$ cat src/prs_pkg.sv
// Function
// - Each rail sense compared to fixed threshold gives a per-rail compliance flag
// - Separate inputs: up-request rising edge starts power-up only from idle
// - Separate inputs: down-request falling edge starts power-down only when all on
// - Combined input: rise starts up from idle, fall starts down from all-on
// - Internal fault pulls shared fault line low and enters fault-entry state
// - Fault line is open drain; device only pulls low or releases it
// - Fault line held low externally forces fault-entry from any state but the two fault states
// - Power-up: after request, wait first delay, then raise enable 1
// - Power-down: after enable 1 drops, wait first delay, then drop complete
// - Power-up: rail 1 good, wait second delay, raise enable 2
// - Power-down: after enable 2 drops, wait second delay, drop enable 1
// - Power-up: rail 2 good, wait third delay, raise enable 3
// - Power-down: after enable 3 drops, wait third delay, drop enable 2
// - Rail 3 good, wait fourth delay, raise enable 4; enable 4 drops first
// - Rail must comply within blanking time after its enable, else fault
// - Complete output high after power-up, held until first delay, low on fault
// - All-rails-good output is AND of four compliance flags
package prs_pkg;
  localparam int PRS_RAILS = 4;
  localparam int PRS_CNT_W = 16;
  // Combined-input variant select value
  localparam logic PRS_COMBINED = 1'b1;
  localparam logic [PRS_CNT_W-1:0] PRS_DLY_RST = 16'h0000;
  localparam logic [2:0] PRS_STAGE_RST = 3'h0;
  // Fault line must read low this long, in ns, to count as external fault
  localparam int PRS_FLT_FILT_NS = 120;
  localparam int PRS_CLK_NS = 40;
  localparam int PRS_FLT_FILT_CYC = (PRS_FLT_FILT_NS + PRS_CLK_NS - 1)
    / PRS_CLK_NS;
  // Hold in the fault wait state before the device may restart
  localparam int PRS_FHOLD_NS = 35000;
  localparam int PRS_FHOLD_CYC = (PRS_FHOLD_NS + PRS_CLK_NS - 1) / PRS_CLK_NS;
  typedef enum logic [2:0] {
    PRS_IDLE = 3'b000,
    PRS_UP_DLY = 3'b001,
    PRS_UP_BLANK = 3'b011,
    PRS_ALL_ON = 3'b010,
    PRS_DN_DLY = 3'b110,
    PRS_FAULT = 3'b111,
    PRS_FWAIT = 3'b101
  } prs_state_type;
endpackage

$ cat src/prs_stage_timer.sv
`timescale 1ns/10ps
// Loadable down-counter; done pulses when the load value is used up
module prs_stage_timer #(
  parameter int W = 16
) (
  input wire logic mclk,
  input wire logic rstn,
  input wire logic load,
  input wire logic [W-1:0] value,
  input wire logic run,
  output logic done
);
  typedef struct packed {
    logic [W-1:0] cnt;
    logic done;
  } prs_tmr_type;
  prs_tmr_type s_r, s_nxt;
  always_comb begin
    s_nxt = s_r;
    s_nxt.done = 1'b0;
    if (load) begin
      s_nxt.cnt = value;
    // One pulse only; a held done would skip the next stage
    end else if (run && !s_r.done) begin
      if (s_r.cnt == '0) begin
        s_nxt.done = 1'b1;
      end else begin
        s_nxt.cnt = s_r.cnt - 1'b1;
      end
    end
  end
  always_ff @(posedge mclk) begin
    if (!rstn) begin
      s_r <= '0;
    end else begin
      s_r <= s_nxt;
    end
  end
  assign done = s_r.done;
endmodule // prs_stage_timer

$ cat src/prs_seq.sv
`timescale 1ns/10ps
module prs_seq #(
  parameter int FHOLD_CYC = prs_pkg::PRS_FHOLD_CYC
) (
  input wire logic mclk,
  input wire logic rstn,
  input wire logic combined_mode,
  input wire logic up_request,
  input wire logic down_request,
  input wire logic updown_request,
  input wire logic [prs_pkg::PRS_RAILS-1:0] rail_sense_input,
  input wire logic [prs_pkg::PRS_CNT_W-1:0] stage1_delay_setting,
  input wire logic [prs_pkg::PRS_CNT_W-1:0] stage2_delay_setting,
  input wire logic [prs_pkg::PRS_CNT_W-1:0] stage3_delay_setting,
  input wire logic [prs_pkg::PRS_CNT_W-1:0] stage4_delay_setting,
  input wire logic [prs_pkg::PRS_CNT_W-1:0] blanking_time_setting,
  input wire logic fault_in,
  output logic fault_out,
  output logic fault_oe,
  output logic [prs_pkg::PRS_RAILS-1:0] regulator_enable,
  output logic sequence_complete,
  output logic all_rails_good,
  output logic fault_active
);
  import prs_pkg::*;
  typedef struct packed {
    prs_state_type st;
    logic [2:0] stage;
    logic [PRS_RAILS-1:0] en;
    logic done;
    logic pg;
    logic pull;
    logic up_d;
    logic dn_d;
    logic ud_d;
    logic [3:0] flt_cnt;
    logic [15:0] hold;
    logic load;
    logic act;
  } prs_seq_type;
  prs_seq_type s_r, s_nxt;
  logic tmr_done;
  logic [PRS_CNT_W-1:0] tmr_val;
  logic up_edge;
  logic dn_edge;
  logic ext_fault;
  logic [PRS_RAILS-1:0] comply;
  logic tmr_run;

  // Comparator result arrives as a digital level per rail
  assign comply = rail_sense_input;
  assign up_edge = combined_mode ? (updown_request && !s_r.ud_d)
    : (up_request && !s_r.up_d);
  assign dn_edge = combined_mode ? (!updown_request && s_r.ud_d)
    : (!down_request && s_r.dn_d);
  // Own pull excluded: only a foreign low counts as external
  assign ext_fault = (s_r.flt_cnt >= 4'(PRS_FLT_FILT_CYC));

  always_comb begin
    case (s_r.stage)
      3'h0: tmr_val = stage1_delay_setting;
      3'h1: tmr_val = stage2_delay_setting;
      3'h2: tmr_val = stage3_delay_setting;
      3'h3: tmr_val = stage4_delay_setting;
      default: tmr_val = blanking_time_setting;
    endcase
  end
  assign tmr_run = (s_r.st == PRS_UP_DLY) || (s_r.st == PRS_DN_DLY)
    || (s_r.st == PRS_UP_BLANK);

  prs_stage_timer #(.W(PRS_CNT_W)) u_tmr (
    .mclk(mclk),
    .rstn(rstn),
    .load(s_r.load),
    .value(tmr_val),
    .run(tmr_run),
    .done(tmr_done)
  );

  always_comb begin
    s_nxt = s_r;
    s_nxt.load = 1'b0;
    s_nxt.up_d = up_request;
    s_nxt.dn_d = down_request;
    s_nxt.ud_d = updown_request;
    s_nxt.pg = &comply;
    if (!fault_in && !s_r.pull) begin
      if (s_r.flt_cnt != 4'hf) begin
        s_nxt.flt_cnt = s_r.flt_cnt + 4'h1;
      end
    end else begin
      s_nxt.flt_cnt = 4'h0;
    end
    case (s_r.st)
      PRS_IDLE: begin
        if (up_edge) begin
          s_nxt.st = PRS_UP_DLY;
          s_nxt.stage = 3'h0;
          s_nxt.load = 1'b1;
        end
      end
      PRS_UP_DLY: begin
        if (tmr_done) begin
          s_nxt.en[s_r.stage[1:0]] = 1'b1;
          s_nxt.st = PRS_UP_BLANK;
          s_nxt.stage = 3'h4;
          s_nxt.load = 1'b1;
        end
      end
      PRS_UP_BLANK: begin
        // Rail of the highest enable so far must come good
        if (comply[s_nxt.en[3] ? 3 : s_nxt.en[2] ? 2 : s_nxt.en[1] ? 1
            : 0]) begin
          if (s_r.en[3]) begin
            s_nxt.st = PRS_ALL_ON;
            s_nxt.done = 1'b1;
          end else begin
            s_nxt.st = PRS_UP_DLY;
            s_nxt.stage = s_r.en[2] ? 3'h3 : s_r.en[1] ? 3'h2 : 3'h1;
            s_nxt.load = 1'b1;
          end
        end else if (tmr_done) begin
          s_nxt.st = PRS_FAULT;
        end
      end
      PRS_ALL_ON: begin
        if (dn_edge) begin
          s_nxt.en[3] = 1'b0;
          s_nxt.st = PRS_DN_DLY;
          s_nxt.stage = 3'h3;
          s_nxt.load = 1'b1;
        end else if (!(&comply)) begin
          s_nxt.st = PRS_FAULT;
        end
      end
      PRS_DN_DLY: begin
        if (tmr_done) begin
          if (s_r.stage == 3'h0) begin
            s_nxt.done = 1'b0;
            s_nxt.st = PRS_IDLE;
          end else begin
            // Stage n delay then drop enable n-1
            s_nxt.en[s_r.stage[1:0] - 2'h1] = 1'b0;
            s_nxt.stage = s_r.stage - 3'h1;
            s_nxt.load = 1'b1;
          end
        end
      end
      PRS_FAULT: begin
        s_nxt.en = '0;
        s_nxt.done = 1'b0;
        s_nxt.pull = 1'b1;
        s_nxt.hold = 16'h0;
        s_nxt.st = PRS_FWAIT;
      end
      PRS_FWAIT: begin
        // Up request (updown in combined mode) must be low before restarting, avoiding instant rerun
        if (s_r.hold != 16'hffff) begin
          s_nxt.hold = s_r.hold + 16'h1;
        end
        if (s_r.hold >= 16'(FHOLD_CYC)) begin
          s_nxt.pull = 1'b0;
          if ((combined_mode ? !updown_request : !up_request)
              && fault_in && !ext_fault) begin
            s_nxt.st = PRS_IDLE;
          end
        end
      end
      default: s_nxt.st = PRS_FAULT;
    endcase
    if (ext_fault && s_r.st != PRS_FAULT && s_r.st != PRS_FWAIT) begin
      s_nxt.st = PRS_FAULT;
      s_nxt.en = '0;
      s_nxt.done = 1'b0;
    end
    // Registered so the output comes straight from a flop
    s_nxt.act = (s_nxt.st == PRS_FAULT) || (s_nxt.st == PRS_FWAIT);
  end

  always_ff @(posedge mclk) begin
    if (!rstn) begin
      s_r <= '{st: PRS_IDLE, stage: PRS_STAGE_RST, default: '0};
    end else begin
      s_r <= s_nxt;
    end
  end

  // Only ever drives low or releases
  assign fault_out = 1'b0;
  assign fault_oe = s_r.pull;
  assign regulator_enable = s_r.en;
  assign sequence_complete = s_r.done;
  assign all_rails_good = s_r.pg;
  assign fault_active = s_r.act;

  a_up_from_idle: assert property (@(posedge mclk) disable iff (!rstn)
    (s_r.st != PRS_IDLE && $past(s_r.st) == PRS_IDLE && !$past(ext_fault))
    |-> $past(up_edge)) else $error("start outside idle");
  a_down_from_on: assert property (@(posedge mclk) disable iff (!rstn)
    (s_r.st == PRS_DN_DLY && $past(s_r.st) == PRS_ALL_ON)
    |-> $past(dn_edge)) else $error("down not from all-on");
  a_fault_pull: assert property (@(posedge mclk) disable iff (!rstn)
    s_r.st == PRS_FAULT |=> fault_oe && regulator_enable == 4'h0)
    else $error("fault not pulled");
  a_pull_only: assert property (@(posedge mclk) disable iff (!rstn)
    fault_oe |-> fault_active && fault_out == 1'b0)
    else $error("fault line driven high");
  a_ext_fault: assert property (@(posedge mclk) disable iff (!rstn)
    ext_fault |=> fault_active) else $error("ext fault missed");
  a_en_order: assert property (@(posedge mclk) disable iff (!rstn)
    $rose(regulator_enable[1]) |-> regulator_enable[0])
    else $error("enable order");
  a_done_drop: assert property (@(posedge mclk) disable iff (!rstn)
    $fell(sequence_complete) && !fault_active |-> regulator_enable == 4'h0)
    else $error("complete dropped early");
  a_pg_and: assert property (@(posedge mclk) disable iff (!rstn)
    all_rails_good == $past(&comply)) else $error("power good wrong");
  a_dn_first: assert property (@(posedge mclk) disable iff (!rstn)
    $fell(regulator_enable[2]) && !fault_active |-> !regulator_enable[3])
    else $error("enable 4 not first");
  c_power_up: cover property (@(posedge mclk) $rose(sequence_complete));
  c_power_down: cover property (@(posedge mclk)
    $fell(sequence_complete) && !fault_active);
  c_blank_fault: cover property (@(posedge mclk)
    s_r.st == PRS_UP_BLANK ##1 s_r.st == PRS_FAULT);
  c_ext_fault: cover property (@(posedge mclk) ext_fault);
endmodule // prs_seq

$ cat config.mk
export PLATFORM = sky130hd
export DESIGN_NAME = prs_seq
export DESIGN_NICKNAME = d
export VERILOG_FILES = /design/src/prs_pkg.sv /design/src/prs_stage_timer.sv /design/src/prs_seq.sv
export SDC_FILE = /design/constraint.sdc
export NUM_CORES = 1
export LEC_CHECK = 0
export ABC_AREA = 1
export BUFFER_PORTS_ARGS = -buffer_cell sky130_fd_sc_hd__buf_2
export CORE_MARGIN = 1
export CORE_UTILIZATION = 56
export CTS_BUF_LIST = sky130_fd_sc_hd__clkbuf_8
export CTS_CLUSTER_DIAMETER = 40
export CTS_CLUSTER_SIZE = 25
export DETAILED_ROUTE_END_ITERATION = 10
export MAX_ROUTING_LAYER = met4
export PLACE_DENSITY = 0.83
export SLEW_MARGIN = 10
export SYNTH_ARGS = -nofsm -noshare
export SYNTH_HDL_FRONTEND = slang
export SYNTH_SLANG_ARGS = --single-unit
$ cat constraint.sdc
create_clock -name mclk -period 2.3 [get_ports mclk]
set_input_delay 0.46 -clock mclk [delete_from_list [all_inputs] [get_ports mclk]]
set_output_delay 0.46 -clock mclk [all_outputs]
set_load 0.02 [all_outputs]
==> results of run 1 <==
==> routing by layer <==
| metal | up-vias | part of all wire, % | track usage [%] |
|---|---|---|---|
| met5 | - | 0 | - |
| met4 | 0 | 3.2 | 13.6 |
| met3 | 28 | 5.6 | 3.92 |
| met2 | 191 | 49 | 53.8 |
| met1 | 2144 | 42 | 33.3 |
| li1 | 2515 | - | - |
==> worst register-to-register path, delay by kind of cell (launching register included) <==
family | cells | cell delay [ps]
AOI/OAI and AO/OA | 1 | 220
adders and majority gates | 2 | 450
DFF | 1 | 380
and+or+nand+nor | 4 | 410
buffers and inverters | 3 | 530
==> power by group through the flow <==
stage	registers [mW]	logic (mW)	clock network, mW
after global placement	1.32	2.40	0
final	1.31	2.50	0.692
after floorplan	1.28	2.04	0
after global routing	1.33	2.86	0.738
after detailed placement	1.32	2.45	0
after CTS	1.30	2.47	0.708
==> flip-flops by register name (all words and copies together) (netlist names) <==
signal / flops
sequence_complete: 1
s_r: 30
regulator_enable: 4
all_rails_good: 1
u_tmr.done: 1
fault_active: 1
u_tmr.s_r: 16
fault_oe: 1
==> cell type report <==
cell class | count | area [um2]
well taps | 99 | 124
inverters | 72 | 273
repair buffers | 106 | 551
multi-input cells | 586 | 2690
fillers | 708 | 2390
clock buffers | 6 | 82.6
flip-flops and latches | 55 | 1100
clock inverters | 2 | 38.8
==> metrics by stage <==
stage	power [mW]	hold slack, ps
4_1_cts	4.48	326
3_3_place_gp	3.71	451
3_5_place_dp	3.78	452
6_report	4.50	337
5_1_grt	4.93	329
2_1_floorplan	3.32	447
==> cell families (layout without fill, tap and decap cells) <==
group                      after synthesis  count (layout)  share of synthesized area [%]
adders and majority gates                8               8                           2.37
and+or+nand+nor                        495             495                           50.0
AOI/OAI and AO/OA                       72              72                           8.90
DFF                                     55              55                           26.1
buffers and inverters                   98             186                           10.4
other                                    1               1                         0.0890
xor gates and xnor gates                10              10                           2.08
==> worst max-delay path by stage <==
| stage | from | to | slack [ps] | cells after the start |
|---|---|---|---|---|
| 6_report | s_r[32] | u_tmr.s_r[1] | 270 | 10 |
| 5_1_grt | s_r[32] | u_tmr.s_r[2] | 60 | 10 |
| 4_1_cts | s_r[32] | u_tmr.s_r[14] | 230 | 11 |
| 3_5_place_dp | s_r[32] | u_tmr.s_r[14] | 240 | 11 |
| 3_3_place_gp | s_r[32] | u_tmr.s_r[1] | 340 | 9 |
| 2_1_floorplan | s_r[32] | u_tmr.s_r[10] | 420 | 12 |
==> cells in the mapped netlist (2+ instances only) <==
cell type / n
sky130_fd_sc_hd__nand2_1: 248
sky130_fd_sc_hd__nand3b_1: 2
sky130_fd_sc_hd__nor3_1: 9
sky130_fd_sc_hd__clkbuf_1: 5
sky130_fd_sc_hd__or2_2: 4
sky130_fd_sc_hd__nand4_1: 14
sky130_fd_sc_hd__inv_1: 69
sky130_fd_sc_hd__nand3_1: 75
sky130_fd_sc_hd__nand2_2: 3
sky130_fd_sc_hd__xnor2_1: 2
sky130_fd_sc_hd__a21oi_1: 31
sky130_fd_sc_hd__nor2_4: 3
sky130_fd_sc_hd__ha_1: 8
sky130_fd_sc_hd__dfxtp_1: 55
sky130_fd_sc_hd__nand3_2: 2
sky130_fd_sc_hd__o21ai_1: 7
sky130_fd_sc_hd__buf_2: 7
sky130_fd_sc_hd__a31oi_1: 2
sky130_fd_sc_hd__inv_2: 2
sky130_fd_sc_hd__buf_6: 2
sky130_fd_sc_hd__buf_4: 8
sky130_fd_sc_hd__xor2_1: 8
sky130_fd_sc_hd__a22oi_1: 2
sky130_fd_sc_hd__o21ai_0: 27
sky130_fd_sc_hd__nor2_2: 5
sky130_fd_sc_hd__o211ai_1: 2
sky130_fd_sc_hd__nor2_1: 123
sky130_fd_sc_hd__nand2_4: 4
sky130_fd_sc_hd__clkbuf_2: 2
==> out/summary.txt, run 1 <==
=================================================================================
GR Overflow Total                                                               0
Number of cells in the design after placement                                 918
Global-route wire length before repair                                    18.2 mm
Setup skew after layout                                                   5.87 ps
Setup Total Neg Slack                                                        0 ps
WL/cell                                                                   12.0 um
Reg power frac                                                              29.1%
Floorplan die area                                                       7880 um2
Distinct cell type count after synthesis                                       37
Synth-to-layout area growth                                                 15.3%
Top delay family on crit path                                        buffers and inverters
Post-CTS resize count                                                           0
Cell count after synthesis                                                    739
Pleak                                                                     2.54 nW
Share of the synthesized area in the top cell type                          26.1%
Commonest non-fill, non-tap cells in the layout                      sky130_fd_sc_hd__nand2_1, sky130_fd_sc_hd__nor2_1, sky130_fd_sc_hd__buf_2
Post-Syn Area per Cell                                                   5.70 um2
Maximum number of pins on one net before global-route repair                   23
Async set-reset flop share out of synthesis                                    0%
EDFF count, synth                                                               0
Fraction of final layout cells sized beyond drive strength 1                16.7%
Cell Area, Placed                                                        4720 um2
CTS Hold Buffers Added                                                          0
Data required time of the critical path                                   2560 ps
Number of max-slew violations in the final report                               0
Startpoint of the worst register-to-register path                         s_r[32]
Placeable core region                                                    7250 um2
TritonRoute pass-1 iters                                                        5
Fraction of power spent switching nets                                      47.6%
Detailed router's first-iteration violation count                             257
H-Tree Depth                                                                    2
Number of cells traversed by the worst register-to-register path               10
Final clock period utilization by the worst path                            88.4%
Die span in y                                                             88.8 um
Total number of vias                                                        4,878
Kind of critical path                                                     reg2reg
Worst-path fanout max                                                          17
Proportion of synthesized chip area in sequential cells                     26.1%
Count of inserted antenna diode cells                                           0
Maximum single-stage delay on the critical path                            380 ps
Total routing usage reported by global routing                              30.2%
Worst path arrival time                                                   2290 ps
Highest attainable clock frequency                                        492 MHz
Setup WS post-layout                                                       266 ps
Layout Nets                                                                   925
Dominant synthesized flop cell                                       sky130_fd_sc_hd__dfxtp_1
Hold EP                                                                   s_r[23]
Mean number of vias per cell                                                 5.27
Number of register bits inferred by synthesis                                  55
Final Hold Vio Count                                                            0
Leading area contributor after synthesis                             sky130_fd_sc_hd__dfxtp_1
Post-Synthesis Cell Area                                                 4220 um2
Post-route DRC violation count                                                  0
R2R Path End                                                         u_tmr.s_r[1]
Crit path cell chain                                                 inv_1, ha_1, ha_1, buf_4, nor2_1, buf_4, nand3_1, a21oi_1, nor3_1, nor2_1
Clock sink count                                                               55
Synthesized Nets                                                              838
Power per cell area                                                    925 nW/um2
Yosys Warn Count                                                                0
Setup Buffers After CTS                                                         0
Maximum ir drop on the vdd rail                                          0.511 mV
Part of the power in the clock network                                      15.4%
Initial antenna violation count                                                 0
Worst-path clk slew                                                        100 ps
Run status                                                              completed
Number of antenna-violating nets in the routed design                           0
Type of the worst min-delay path                                           in2reg
Gate power share                                                            55.5%
Clock latency of the later-clocked register in the worst-skew pair         310 ps
Number of placed I/O pins                                                     100
Vias in the first global route                                              4,425
Bufs on Longest Clock Path                                                      2
Start point of the worst min-delay path                              down_request
Total of buffers placed on input and output ports                              98
Buffering stage count on the worst path with inverters included                 3
CP startpoint kind                                                           flop
CTS tree                                                                      yes
Ranking of synthesized cells by area                                 sky130_fd_sc_hd__dfxtp_1, sky130_fd_sc_hd__nand2_1, sky130_fd_sc_hd__nor2_1
Leading cell type in the layout, fill and taps excluded              sky130_fd_sc_hd__nand2_1
Design Area, Final                                                       4860 um2
Die outline width                                                         88.8 um
Post-detail-place hpwl                                                    8.61 mm
RSZ-0062 raised after global routing                                        false
Worst-path cell with the longest stage delay                         sky130_fd_sc_hd__dfxtp_1
Final setup violation count                                                     0
Initial core utilization                                                    58.1%
Internal power consumption                                                2.36 mW
Number of standard cells in the layout, taps in and fillers out               926
Max-cap check violation count                                                   0
Relative slew slack                                                         56.9%
Post-placement worst setup slack                                           237 ps
Count of cells along the worst hold path                                        3
Reg-to-reg setup timing slack                                              270 ps
Core occupancy in the finished layout                                       67.0%
Slew @ Worst Pin                                                           644 ps
Total CTS buffers                                                               5
Wire length reported by the detailed router                               11.1 mm
Net switching power of the design                                         2.14 mW
RePlAce Congestion                                                          0.928
Type of element capturing the critical path                                  flop
Final critical-path required period                                       2030 ps
CTS Root Cell                                                        sky130_fd_sc_hd__clkbuf_8
Std cell rows                                                                  31
=================================================================================
Note: power is estimated with default switching activity, not from simulation.
==> inputs of run 2 (changes only) <==
--- a/config.mk
+++ b/config.mk
@@ -8,13 +8,12 @@
 export ABC_AREA = 1
 export BUFFER_PORTS_ARGS = -buffer_cell sky130_fd_sc_hd__buf_2
 export CORE_MARGIN = 1
-export CORE_UTILIZATION = 56
+export CORE_UTILIZATION = 25
 export CTS_BUF_LIST = sky130_fd_sc_hd__clkbuf_8
 export CTS_CLUSTER_DIAMETER = 40
 export CTS_CLUSTER_SIZE = 25
 export DETAILED_ROUTE_END_ITERATION = 10
 export MAX_ROUTING_LAYER = met4
-export PLACE_DENSITY = 0.83
 export SLEW_MARGIN = 10
 export SYNTH_ARGS = -nofsm -noshare
 export SYNTH_HDL_FRONTEND = slang
==> run 2 against run 1 <==
Non-clock buffer count increased by 4. Total power is 1.7% higher. Clock-buffer cell count fell by 1. Sequential power hardly changed. Critical path depth shrank 1. Global-route usage is 16 points lower. Utilization fell by 37 points. Clock power increased by 12%. Largest cell class unchanged.
==> out/summary.txt, run 2 (synthesis gave the netlist of run 1 again) <==
=================================================================================
Run status                                                              completed
Number of antenna-violating nets in the routed design                           0   unchanged
CP startpoint                                                              s_r[2]
Overall power after layout                                                4.57 mW   +1.7%
Leading cell type in the layout, fill and taps excluded              sky130_fd_sc_hd__nand2_1
Initial core utilization                                                    25.5%   -33 points
Maximum single-stage delay on the critical path                            460 ps   +80 ps
Pleak                                                                     2.56 nW   +1.0%
Detailed router's first-iteration violation count                             284   +11%
Fillers                                                                     1,843   +160%
CTS Hold Buffers Added                                                          0   unchanged
Number of flip-flops in the largest register                                   30   unchanged
GR Overflow Total                                                               0   unchanged
Start point of the worst min-delay path                              down_request
Std cell rows                                                                  47   +52%
Number of standard cells in the layout, taps in and fillers out             1,051   +13%
Worst path arrival time                                                   2100 ps   -190 ps
Post-route DRC violation count                                                  0   unchanged
Buffering stage count on the worst path with inverters included                 1   -2
RSZ-0062 raised after global routing                                        false
Final setup violation count                                                     0   unchanged
Die outline width                                                          132 um   +49%
Die span in y                                                              132 um   +49%
Worst-path fanout max                                                          11   -6
Type of the worst min-delay path                                           in2reg
Synth-to-layout area growth                                                 19.5%
Cell mode on critical path                                           sky130_fd_sc_hd__nor2_1
RePlAce Congestion                                                          0.875   -5.6%
Crit path cell chain                                                 ha_1, nand3_1, nor2_2, nand4_1, nand2_2, inv_1, nor2_1, nor2_1, nor2_1
Post-CTS resize count                                                           0   unchanged
Total number of vias                                                        4,702   -3.6%
Placeable core region                                                  16,500 um2   +130%
Slew @ Worst Pin                                                           580 ps   -64.3 ps
Kind of critical path                                                     reg2reg
Number of max-slew violations in the final report                               0   unchanged
Highest attainable clock frequency                                        539 MHz   +9.6%
Setup skew after layout                                                   20.5 ps   +14.6 ps
Count of inserted antenna diode cells                                           0   unchanged
Worst hold margin                                                          323 ps   -13.4 ps
Bufs on Longest Clock Path                                                      2   unchanged
H-Tree Depth                                                                    2   unchanged
Number of cells in the design after placement                               1,043   +14%
Max-cap check violation count                                                   0   unchanged
CTS Root Cell                                                        sky130_fd_sc_hd__clkbuf_8
Clock latency of the later-clocked register in the worst-skew pair         330 ps   +20 ps
Register cell area after layout                                          1100 um2   unchanged
Initial antenna violation count                                                 0   unchanged
Total routing usage reported by global routing                              14.3%   -16 points
Post-detail-place hpwl                                                    9.08 mm   +5.4%
Number of placed I/O pins                                                     100   unchanged
Wire length reported by the detailed router                               11.7 mm   +5.7%
Floorplan die area                                                     17,400 um2   +120%
Total CTS buffers                                                               5   unchanged
Commonest non-fill, non-tap cells in the layout                      sky130_fd_sc_hd__nand2_1, sky130_fd_sc_hd__nor2_1, sky130_fd_sc_hd__buf_2
Fraction of final layout cells sized beyond drive strength 1                17.0%   +0.28 points
Final Hold Vio Count                                                            0   unchanged
Register name with the most flops                                             s_r
Layout Nets                                                                   929   +0.43%
Vias in the first global route                                              4,467   +0.95%
Final clock period utilization by the worst path                            80.7%   -7.7 points
Type of element capturing the critical path                                  flop
CTS tree                                                                      yes
Setup Total Neg Slack                                                        0 ps   unchanged
CP startpoint kind                                                           flop
Data required time of the critical path                                   2550 ps   about the same
Mean number of vias per cell                                                 4.47   -15%
WL/cell                                                                   11.1 um   -6.9%
Final critical-path required period                                       1860 ps   -178 ps
Area used by multi-input combinational logic                             2680 um2   -0.56%
Maximum ir drop on the vdd rail                                          0.439 mV   -14%
Startpoint of the worst register-to-register path                          s_r[2]
Top delay family on crit path                                        simple AND/OR/NAND/NOR gates
Setup Buffers After CTS                                                         0   unchanged
Power per cell area                                                    908 nW/um2   -1.9%
Worst-path cell with the longest stage delay                         sky130_fd_sc_hd__dfxtp_1
Worst-path clk slew                                                        110 ps   about the same
Total of buffers placed on input and output ports                              98   unchanged
Maximum number of pins on one net before global-route repair                   23   unchanged
Clock sink count                                                               55   unchanged
Global-route wire length before repair                                    20.4 mm   +12%
TritonRoute pass-1 iters                                                        7   +2
Relative slew slack                                                         61.2%   +4.3 points
=================================================================================
-- run 2: path summary, 6_finish.rpt --
kind	to	slack, ps	depth (start not counted)
worst max register to register	s_r[17]	440	9
worst min-delay path	s_r[23]	320	3
worst max-delay path	s_r[17]	440	9
worst min register to register	sequence_complete	490	2
-- run 2: metrics by stage --
stage | setup WS [ps] | utilization [%] | cell area, um2
after CTS | 462 | 30.5 | 5040
after global placement | 516 | 29.7 | 4910
final | 444 | 30.5 | 5040
after floorplan | 423 | - | 4220
after global routing | 253 | 30.5 | 5040
after detailed placement | 497 | 29.7 | 4910
-- run 2: report_power, final --
group	total (mW)	switching, mW	leakage [nW]	internal [mW]
Combinational	2.48	1.59	2.05	0.893
Sequential	1.31	0.196	0.448	1.12
Clock	0.776	0.344	0.0695	0.432
-- run 2: cell type report --
class	count	area share, %
well taps	220	5.46
inverters	72	5.41
repair buffers	110	11.5
flip-flops and latches	55	21.9
multi-input cells	586	53.1
clock buffers	5	1.37
clock inverters	3	1.27
-- run 2: worst register-to-register path, delay by kind of cell (launching register included) --
family	cells	cell delay, ps
buffers and inverters	1	170
flip-flops	1	460
adder cells (fa/ha/maj)	1	240
AND/OR/NAND/NOR	7	910
-- run 2: routing by layer --
metal	global-route usage, %	up-vias	wire length (um)
met5	-	-	0
met4	3.55	0	153
met3	1.81	14	514
met2	23.0	135	5200
met1	19.0	2030	5830
li1	-	2523	-
